<file path="config.mk">
export PLATFORM = sky130hd
export DESIGN_NAME = twm_master
export DESIGN_NICKNAME = d
export VERILOG_FILES = /design/src/logic/twm_pkg.sv /design/src/logic/twm_master.sv
export SDC_FILE = /design/constraint.sdc
export NUM_CORES = 1
export LEC_CHECK = 0
export BUFFER_PORTS_ARGS = -buffer_cell sky130_fd_sc_hd__buf_2
export CORE_MARGIN = 3
export CORE_UTILIZATION = 51
export DETAILED_ROUTE_END_ITERATION = 10
export GPL_TIMING_DRIVEN = 0
export PLACE_DENSITY = 0.75
export SETUP_SLACK_MARGIN = 0.3
export SLEW_MARGIN = 10
export SYNTH_ARGS = -nofsm -noshare
export SYNTH_HDL_FRONTEND = slang
export SYNTH_SLANG_ARGS = --single-unit
</file>
<file path="constraint.sdc">
create_clock -name CLK_SYS_I -period 5.55 [get_ports CLK_SYS_I]
set_clock_uncertainty 0.05 [all_clocks]
set_input_delay 0.2775 -clock CLK_SYS_I [delete_from_list [all_inputs] [get_ports CLK_SYS_I]]
set_output_delay 0.2775 -clock CLK_SYS_I [all_outputs]
set_load 0.02 [all_outputs]
</file>
<file path="src/logic/twm_pkg.sv">
// Shared constants and types of the two-wire master transmitter
package twm_pkg;
    // Register byte addresses
    localparam logic [3:0] ADR_CTRL = 4'h0;
    localparam logic [3:0] ADR_STAT = 4'h4;
    localparam logic [3:0] ADR_DATA = 4'h8;
    // Bit positions in bus_control_reg
    localparam int CB_DONE = 7;
    localparam int CB_ACKEN = 6;
    localparam int CB_START = 5;
    localparam int CB_STOP = 4;
    localparam int CB_WCOL = 3;
    localparam int CB_EN = 2;
    localparam int CB_IRQEN = 0;
    // Status codes, prescaler field at zero
    localparam logic [7:0] SC_START = 8'h08;
    localparam logic [7:0] SC_RESTART = 8'h10;
    localparam logic [7:0] SC_AW_ACK = 8'h18;
    localparam logic [7:0] SC_AW_NACK = 8'h20;
    localparam logic [7:0] SC_D_ACK = 8'h28;
    localparam logic [7:0] SC_D_NACK = 8'h30;
    localparam logic [7:0] SC_ARB = 8'h38;
    localparam logic [7:0] SC_AR_ACK = 8'h40;
    localparam logic [7:0] SC_AR_NACK = 8'h48;
    localparam logic [7:0] SC_IDLE = 8'hf8;
    localparam logic [7:0] DATA_RST = 8'hff;
    // System clock cycles per quarter of a bus bit
    localparam int QUARTER_DEF = 2;

    typedef enum logic [2:0] {
        PH_IDLE = 3'b000,
        PH_WAIT = 3'b001,
        PH_START = 3'b010,
        PH_SEND = 3'b011,
        PH_ACK = 3'b100,
        PH_STOP = 3'b101,
        PH_HOLD = 3'b110
    } twm_phase_t;

    typedef struct packed {
        twm_phase_t phase;
        logic done;
        logic acken;
        logic sta;
        logic sto;
        logic wcol;
        logic en;
        logic irqen;
        logic [4:0] code;
        logic [7:0] data;
        logic [7:0] shift;
        logic [2:0] bitcnt;
        logic [1:0] qc;
        logic [7:0] div;
        logic scl_oe_n;
        logic sda_oe_n;
        logic busy;
        logic own;
        logic addr_phase;
        logic rw;
        logic nack;
        logic recv_mode;
        logic [1:0] sync1;
        logic [1:0] sync2;
        logic [1:0] prev;
        logic ack;
        logic [31:0] rdat;
    } twm_state_t;

    localparam twm_state_t STATE_RST = '{
        phase: PH_IDLE, code: 5'h1f, data: 8'hff, scl_oe_n: 1'b1,
        sda_oe_n: 1'b1, sync1: 2'h3, sync2: 2'h3, prev: 2'h3,
        default: '0};
endpackage

</file>
<file path="src/logic/twm_master.sv">
// Two-wire bus master transmitter with a classic Wishbone register slave
// What this block does
// - Write address enters master send mode; read address enters receive.
// - Status codes assume prescaler zero; software masks prescaler before compare.
// - Step-done flag clears only on writing one; writing zero does nothing.
// - After a START request, wait for a free bus, then send START.
// - Once START is sent, set step-done and report code 0x08.
// - After address and ack: 0x18 ack, 0x20 no ack, 0x38 lost.
// - Data writes only while done is high; else discard, set collision.
// - In 0x18..0x30 clearing done with start=stop=0 sends the data byte.
// - After a data byte report 0x28 on ack, 0x30 on no ack.
// - In 0x18..0x30 clearing done with start=1, stop=0 sends repeated START.
// - Clearing done with stop=1 sends STOP; hardware then clears stop bit.
// - Clearing done with start=1, stop=1 sends STOP then a new START.
// - After repeated START set done and report 0x10; readdress allowed.
// - In 0x10 write address keeps send mode; read address enters receive.
// - Arbitration loss reports 0x38; clearing done, start=0 releases the bus.
// - In 0x38 clearing done with start=1 sends START once bus frees.
// - While done is set all bus activity is suspended, state held.
//
// The address map and the Wishbone interface to the registers were left to the implementer.

`timescale 1ns/1ps
module twm_master #(
    parameter int QUARTER_CYCLES = twm_pkg::QUARTER_DEF
) (
    input wire logic CLK_SYS_I, // System clock
    input wire logic RSTN_I, // Asynchronous reset, active low
    input wire logic WB_CYC_I, // Wishbone cycle
    input wire logic WB_STB_I, // Wishbone strobe
    input wire logic WB_WE_I, // Wishbone write enable
    input wire logic [3:0] WB_ADR_I, // Wishbone byte address
    input wire logic [3:0] WB_SEL_I, // Wishbone byte selects
    input wire logic [31:0] WB_DAT_I, // Wishbone write data
    output logic [31:0] WB_DAT_O, // Wishbone read data
    output logic WB_ACK_O, // Wishbone acknowledge
    input wire logic SCL_I, // Bus clock line level
    output logic SCL_O, // Bus clock drive value
    output logic SCL_OE_N_O, // Bus clock drive enable, low drives
    input wire logic SDA_I, // Bus data line level
    output logic SDA_O, // Bus data drive value
    output logic SDA_OE_N_O // Bus data drive enable, low drives
);
    localparam logic [7:0] QMAX = 8'(QUARTER_CYCLES - 1);

    twm_pkg::twm_state_t s;
    twm_pkg::twm_state_t n;
    // Combinational helpers
    logic scl_h;
    logic sda_h;
    logic tick;
    logic wr;
    logic lost;

    always_comb begin
        n = s;
        // The second stage and prev, one cycle older, are read by logic
        n.sync1 = {SCL_I, SDA_I};
        n.sync2 = s.sync1;
        n.prev = s.sync2;
        scl_h = s.sync2[1];
        sda_h = s.sync2[0];
        lost = 1'b0;
        // Free-bus watch from START and STOP seen on the wires
        if (scl_h && s.prev[1] && s.prev[0] && !sda_h) begin
            n.busy = 1'b1;
        end else if (scl_h && s.prev[1] && !s.prev[0] && sda_h) begin
            n.busy = 1'b0;
        end

        // Quarter-bit pacing, free running
        tick = (s.div == QMAX);
        n.div = tick ? 8'h00 : s.div + 8'h01;

        // Classic Wishbone: answer one cycle after the request
        n.ack = WB_CYC_I && WB_STB_I && !s.ack;
        // Read data registered so it stands in the ack cycle
        case (WB_ADR_I)
            twm_pkg::ADR_CTRL: n.rdat = {24'h0, s.done, s.acken, s.sta,
                s.sto, s.wcol, s.en, 1'b0, s.irqen};
            twm_pkg::ADR_STAT: n.rdat = {24'h0, s.code, 3'b000};
            twm_pkg::ADR_DATA: n.rdat = {24'h0, s.data};
            default: n.rdat = 32'h0;
        endcase

        // Writes land at the edge that ends the ack cycle
        wr = WB_CYC_I && WB_STB_I && WB_WE_I && s.ack && WB_SEL_I[0];
        if (wr && WB_ADR_I == twm_pkg::ADR_CTRL) begin
            if (WB_DAT_I[twm_pkg::CB_DONE]) begin
                n.done = 1'b0;
            end
            n.acken = WB_DAT_I[twm_pkg::CB_ACKEN];
            n.sta = WB_DAT_I[twm_pkg::CB_START];
            n.sto = WB_DAT_I[twm_pkg::CB_STOP];
            n.en = WB_DAT_I[twm_pkg::CB_EN];
            n.irqen = WB_DAT_I[twm_pkg::CB_IRQEN];
        end

        if (wr && WB_ADR_I == twm_pkg::ADR_DATA) begin
            if (s.done) begin
                n.data = WB_DAT_I[7:0];
                n.wcol = 1'b0;
            end else begin
                n.wcol = 1'b1;
            end
        end

        case (s.phase)
            // Lines released until a START is asked for
            twm_pkg::PH_IDLE: begin
                n.scl_oe_n = 1'b1;
                n.sda_oe_n = 1'b1;
                n.own = 1'b0;
                if (s.en && s.sta) begin
                    n.phase = twm_pkg::PH_WAIT;
                end
            end

            // Hold off while another master owns the bus
            twm_pkg::PH_WAIT: begin
                if (!s.busy && tick) begin
                    n.phase = twm_pkg::PH_START;
                    n.qc = 2'd0;
                end
            end

            // Data falls while the clock is high
            twm_pkg::PH_START: begin
                if (tick) begin
                    n.qc = s.qc + 2'd1;
                    case (s.qc)
                        2'd0: n.sda_oe_n = 1'b1;
                        2'd1: n.scl_oe_n = 1'b1;
                        2'd2: begin
                            if (scl_h) begin
                                n.sda_oe_n = 1'b0;
                            end else begin
                                n.qc = s.qc; // Clock held low by a slave
                            end
                        end
                        default: begin
                            n.scl_oe_n = 1'b0;
                            n.code = s.own ? twm_pkg::SC_RESTART[7:3]
                                : twm_pkg::SC_START[7:3];
                            n.own = 1'b1;
                            n.addr_phase = 1'b1;
                            n.recv_mode = 1'b0;
                            n.done = 1'b1;
                            n.phase = twm_pkg::PH_HOLD;
                        end
                    endcase
                end
            end

            // MSB first; only released bits can lose arbitration
            twm_pkg::PH_SEND: begin
                if (tick) begin
                    n.qc = s.qc + 2'd1;
                    case (s.qc)
                        2'd0: n.sda_oe_n = s.shift[7];
                        2'd1: n.scl_oe_n = 1'b1;
                        2'd2: begin
                            if (!scl_h) begin
                                n.qc = s.qc;
                            end else if (s.shift[7] && !sda_h) begin
                                lost = 1'b1;
                            end
                        end
                        default: begin
                            n.scl_oe_n = 1'b0;
                            n.shift = {s.shift[6:0], 1'b0};
                            n.bitcnt = s.bitcnt + 3'd1;
                            if (s.bitcnt == 3'd7) begin
                                n.phase = twm_pkg::PH_ACK;
                            end
                        end
                    endcase
                end
            end

            // Ninth clock: slave answer sampled with clock high
            twm_pkg::PH_ACK: begin
                if (tick) begin
                    n.qc = s.qc + 2'd1;
                    case (s.qc)
                        2'd0: n.sda_oe_n = 1'b1;
                        2'd1: n.scl_oe_n = 1'b1;
                        2'd2: begin
                            if (scl_h) begin
                                n.nack = sda_h;
                            end else begin
                                n.qc = s.qc;
                            end
                        end
                        default: begin
                            n.scl_oe_n = 1'b0;
                            n.done = 1'b1;
                            n.phase = twm_pkg::PH_HOLD;
                            n.addr_phase = 1'b0;
                            if (s.addr_phase && s.rw) begin
                                n.recv_mode = 1'b1;
                                n.code = s.nack ? twm_pkg::SC_AR_NACK[7:3]
                                    : twm_pkg::SC_AR_ACK[7:3];
                            end else if (s.addr_phase) begin
                                n.code = s.nack ? twm_pkg::SC_AW_NACK[7:3]
                                    : twm_pkg::SC_AW_ACK[7:3];
                            end else begin
                                n.code = s.nack ? twm_pkg::SC_D_NACK[7:3]
                                    : twm_pkg::SC_D_ACK[7:3];
                            end
                        end
                    endcase
                end
            end

            // Data rises while the clock is high
            twm_pkg::PH_STOP: begin
                if (tick) begin
                    n.qc = s.qc + 2'd1;
                    case (s.qc)
                        2'd0: n.sda_oe_n = 1'b0;
                        2'd1: n.scl_oe_n = 1'b1;
                        2'd2: begin
                            if (scl_h) begin
                                n.sda_oe_n = 1'b1;
                            end else begin
                                n.qc = s.qc;
                            end
                        end
                        default: begin
                            n.own = 1'b0;
                            n.code = twm_pkg::SC_IDLE[7:3];
                            n.phase = s.sta ? twm_pkg::PH_WAIT
                                : twm_pkg::PH_IDLE;
                        end
                    endcase
                end
            end

            // Dispatch order: lost, stop, start, send
            twm_pkg::PH_HOLD: begin
                // Nothing moves on the wires while done is set
                if (!s.done) begin
                    n.qc = 2'd0;
                    if (s.code == twm_pkg::SC_ARB[7:3]) begin
                        n.code = twm_pkg::SC_IDLE[7:3];
                        n.phase = s.sta ? twm_pkg::PH_WAIT
                            : twm_pkg::PH_IDLE;
                    end else if (s.sto) begin
                        n.sto = 1'b0;
                        n.phase = twm_pkg::PH_STOP;
                    end else if (s.sta) begin
                        n.phase = twm_pkg::PH_START;
                    end else if (!s.recv_mode) begin
                        n.shift = s.data;
                        n.bitcnt = 3'd0;
                        n.phase = twm_pkg::PH_SEND;
                        if (s.addr_phase) begin
                            n.rw = s.data[0];
                        end
                    end
                end
            end

            default: n.phase = twm_pkg::PH_IDLE;
        endcase

        if (lost) begin
            n.scl_oe_n = 1'b1;
            n.sda_oe_n = 1'b1;
            n.own = 1'b0;
            n.code = twm_pkg::SC_ARB[7:3];
            n.done = 1'b1;
            n.phase = twm_pkg::PH_HOLD;
        end

        // Disabling the unit drops the bus at once, mid-byte if need be
        if (!n.en) begin
            n.phase = twm_pkg::PH_IDLE;
            n.scl_oe_n = 1'b1;
            n.sda_oe_n = 1'b1;
            n.own = 1'b0;
        end
    end

    // Reset loads constants only
    always_ff @(posedge CLK_SYS_I or negedge RSTN_I) begin
        if (!RSTN_I) begin
            s <= twm_pkg::STATE_RST;
        end else begin
            s <= n;
        end
    end

    assign WB_DAT_O = s.rdat;
    assign WB_ACK_O = s.ack;
    // Open drain: only the enables move
    assign SCL_O = 1'b0;
    assign SDA_O = 1'b0;
    assign SCL_OE_N_O = s.scl_oe_n;
    assign SDA_OE_N_O = s.sda_oe_n;
endmodule // twm_master

</file>
==> flow_summary.yaml <==
worst_setup_path:
  critPathSlowestCell: "dfrtp_1"
  startpoint: "s[48]$_DFF_PN0_"
  crit_chain: "inv_1 -> ha_1 -> nor4b_2 -> buf_4 -> and2_1 -> buf_2 -> o21ai_0 -> a211oi_2 -> mux2_1"
  start_kind: "flop"
  r2r-start: "s[48]$_DFF_PN0_"
  worst_ep_arrival_time_ns: 2.58
  cpPeakStageDelay_ns: 0.41
  critical_path_peak_fanout: 10
  ff2ff_path_depth: 9
  crit_required_ns: 5.74
  worst-setup-path-type: "flop to flop"
  cp-end-kind: "flop"
synth:
  synth_fa_ha_area_share_pct: 3.465
  ys_types: 69
  ys_ff_latch: 67
  yosysTopAreaCellShare_pct: 28.98
  yosys.area_share.xor_xnor_pct: 1.984
  synth_compound_area_share_pct: 15.59
  yosys-top-cells-count: "46 x dfrtp_1, 36 x nand2_1, 35 x buf_4, 27 x o21ai_0, 26 x nor2_1"
  synthCells: 406
  syn_area_sq_um: 3973
  synth_area_leaders: "dfrtp_1 29%, dfstp_2 14%, buf_4 6.6%"
  synth.area.mux_share_pct: 9.354
  post-synth-top-area-cell: "dfrtp_1"
  synthFlopType: "dfrtp_1"
  synth_top_family_by_area: "compound AO/OA/AOI/OAI gates"
  synth_edf_count: 0
  async_flop_share_pct: 100.0
  ys_warn_count: 0
  synth_most_common_cell: "dfrtp_1"
  ys_seq_area_share_pct: 42.87
  synth-simple-area-share_pct: 15.43
  syn_avg_cell_area_sq_um: 9.785
global_route:
  grt_max_degree: 68
  overflow: 0
  grt_pass1_vias: 2987
  grt_pass1_wl_mm: 14.54
  track_usage_pct: 21.46
  grt_antenna_before_repair: 0
routing:
  firstDrtPassIters: 4
  ant_nets: 0
  vias_per_cell: 5.359
  wl_per_cell_um: 15.32
  drt_iter0_markers: 151
  routed_wl_mm: 8.872
  drc_errors: 0
  vias: 3103
placed_design:
  dp_hpwl_mm: 6.409
  routabilityCongestion: 0.9207
  io_buffers: 29
  place_area_sq_um: 4365
  dp.cells: 560
  preCtsSetupSlack_ns: 3.130
sta:
  post-route-period-util_pct: 42.97
  min_period_ns: 2.385
  rsz0062_at_grt: "false"
  setup_viol_count_final: 0
  tightest_slew_ns: 0.7301
  drv_slew: 0
  max_slew_margin_pct: 50.98
  final_hold_viol_count: 0
  max_freq_mhz: 419.3
  tns_ns: 0
  worst_slack_ns: 3.165
power:
  p_leak_nw: 2.193
  switching_power_mw: 0.2399
  internal_power_mw: 0.7012
  totalPowerFinal_mw: 0.9411
  power_density_nw_per_um2: 205.7
  ir_worst_vdd_uv: 131.2
  pwr-share-seq_pct: 53.5
  clockPowerShare_pct: 38.9
  pwr-share-comb_pct: 7.6
  power_switching_share_pct: 25.49
cts:
  cts.sinks: 67
  holdBufCountCts: 3
  cts_tree: "yes"
  clk_pin_slew_ns: 0.08
  numCtsBuffers: 9
  ctsResizeCount: 0
  clock-root-buffer: "clkbuf_8"
  clk_path_buf_depth: 2
  postCtsSetupBuffers: 0
  h-tree-depth: 3
  clk_latency_ns: 0.35
worst_hold_path:
  hold_class: "primary input to flop"
  hold_depth: 2
  hp-start: "WB_DAT_I[1]"
cells_and_area:
  layoutNonFillerInstCount: 579
  design_area_sq_um: 4574
  drive_above_1_share_pct: 29.79
  layout.nets: 533
  area_delta_synth_final_pct: 15.15
  num_antenna_cells: 0
floorplanning:
  rows: 31
  initial_core_util_pct: 53.62
  die_w_um: 94.26
  ios: 84
  die_h_um: 94.26
  dieArea_sq_um: 8884
  coreArea_sq_um: 7408
status:
  status: "finished clean"
run:
  cap_violations: 0
state kept, by name, indices dropped and copies added, names as in the netlist:
signal,count
SCL_OE_N_O,1
SDA_OE_N_O,1
WB_ACK_O,1
WB_DAT_O,8
n,4
s,52
kinds of logic (layout without fill, tap and decap cells):
| logic type | count (synthesis) | in the layout |
|---|---|---|
| AO/OA/AOI/OAI | 93 | 93 |
| multiplexers | 34 | 34 |
| AND/OR/NAND/NOR | 119 | 119 |
| flip-flops | 67 | 67 |
| adder cells (fa/ha/maj) | 11 | 11 |
| other | 1 | 26 |
| XOR/XNOR | 9 | 9 |
| buffers and inverters | 72 | 121 |
worst paths after layout:
path                       slack [ns]                end
max                              3.17  s[55]$_DFFE_PN0P_
min                              0.11  s[69]$_DFFE_PN1P_
max reg2reg                      3.17  s[55]$_DFFE_PN0P_
min reg2reg                      0.32    n[34]$_DFF_PN1_
max in group asynchronous        4.71  s[70]$_DFFE_PN1P_
min in group asynchronous        0.44  s[65]$_DFFE_PN0P_
placed cells by master (no fill, tap or decap), drive strengths merged, types with 6 or more instances in the layout:
master,Yosys,routed
buf,48,78
dfrtp,46,46
nand2,36,36
o21ai,28,28
nor2,26,26
conb,1,26
dfstp,21,21
a21oi,21,21
mux2i,19,19
inv,17,17
clkbuf,6,16
mux2,15,15
nor3,13,13
nand3,11,11
ha,11,11
xnor2,8,8
clkinv,1,7
nor2b,6,6
o22ai,6,6
a211oi,6,6
metal layers:
metal	vias to the layer above	routed length (um)	global-route usage [%]	part of all wire, %
met5	-	0	0	0
met4	0	233	10.23	2.6
met3	22	519	6.010	5.8
met2	95	4093	33.04	46
met1	1463	4025	27.77	45
li1	1523	-	-	-
power groups by stage:
stage	registers (mW)	clock network, mW	logic (mW)
global route	0.504	0.402	0.0791
finish	0.503	0.366	0.0717
global placement	0.511	0	0.0664
detailed placement	0.512	0	0.0697
floorplan	0.510	0	0.0449
CTS	0.503	0.377	0.0716
through the flow:
stage | utilization (%) | hold slack [ns]
after floorplan | - | -0.06809
after global placement | 58.52 | 0.2957
after detailed placement | 58.93 | 0.2580
after CTS | 61.75 | 0.09332
after global routing | 61.75 | 0.09197
final | 61.75 | 0.1063
worst max-delay path: cells and delay by family (launching register included):
| family | cells | cell delay, ns |
|---|---|---|
| muxes | 1 | 0.35 |
| DFF | 1 | 0.41 |
| and+or+nand+nor | 2 | 0.41 |
| adders and majority gates | 1 | 0.14 |
| buffers and inverters | 3 | 0.46 |
| AOI/OAI and AO/OA | 2 | 0.46 |
layout make-up:
class	instances	area, sq um
fillers	648	2834
inverters	18	67.56
clock inverters	6	41.29
multi-input cells	292	1918
flip-flops and latches	67	1703
repair buffers	33	205.2
clock buffers	10	137.6
well taps	99	123.9
plain buffers	54	377.9
No activity file was read; power rests on OpenSTA's default activity.
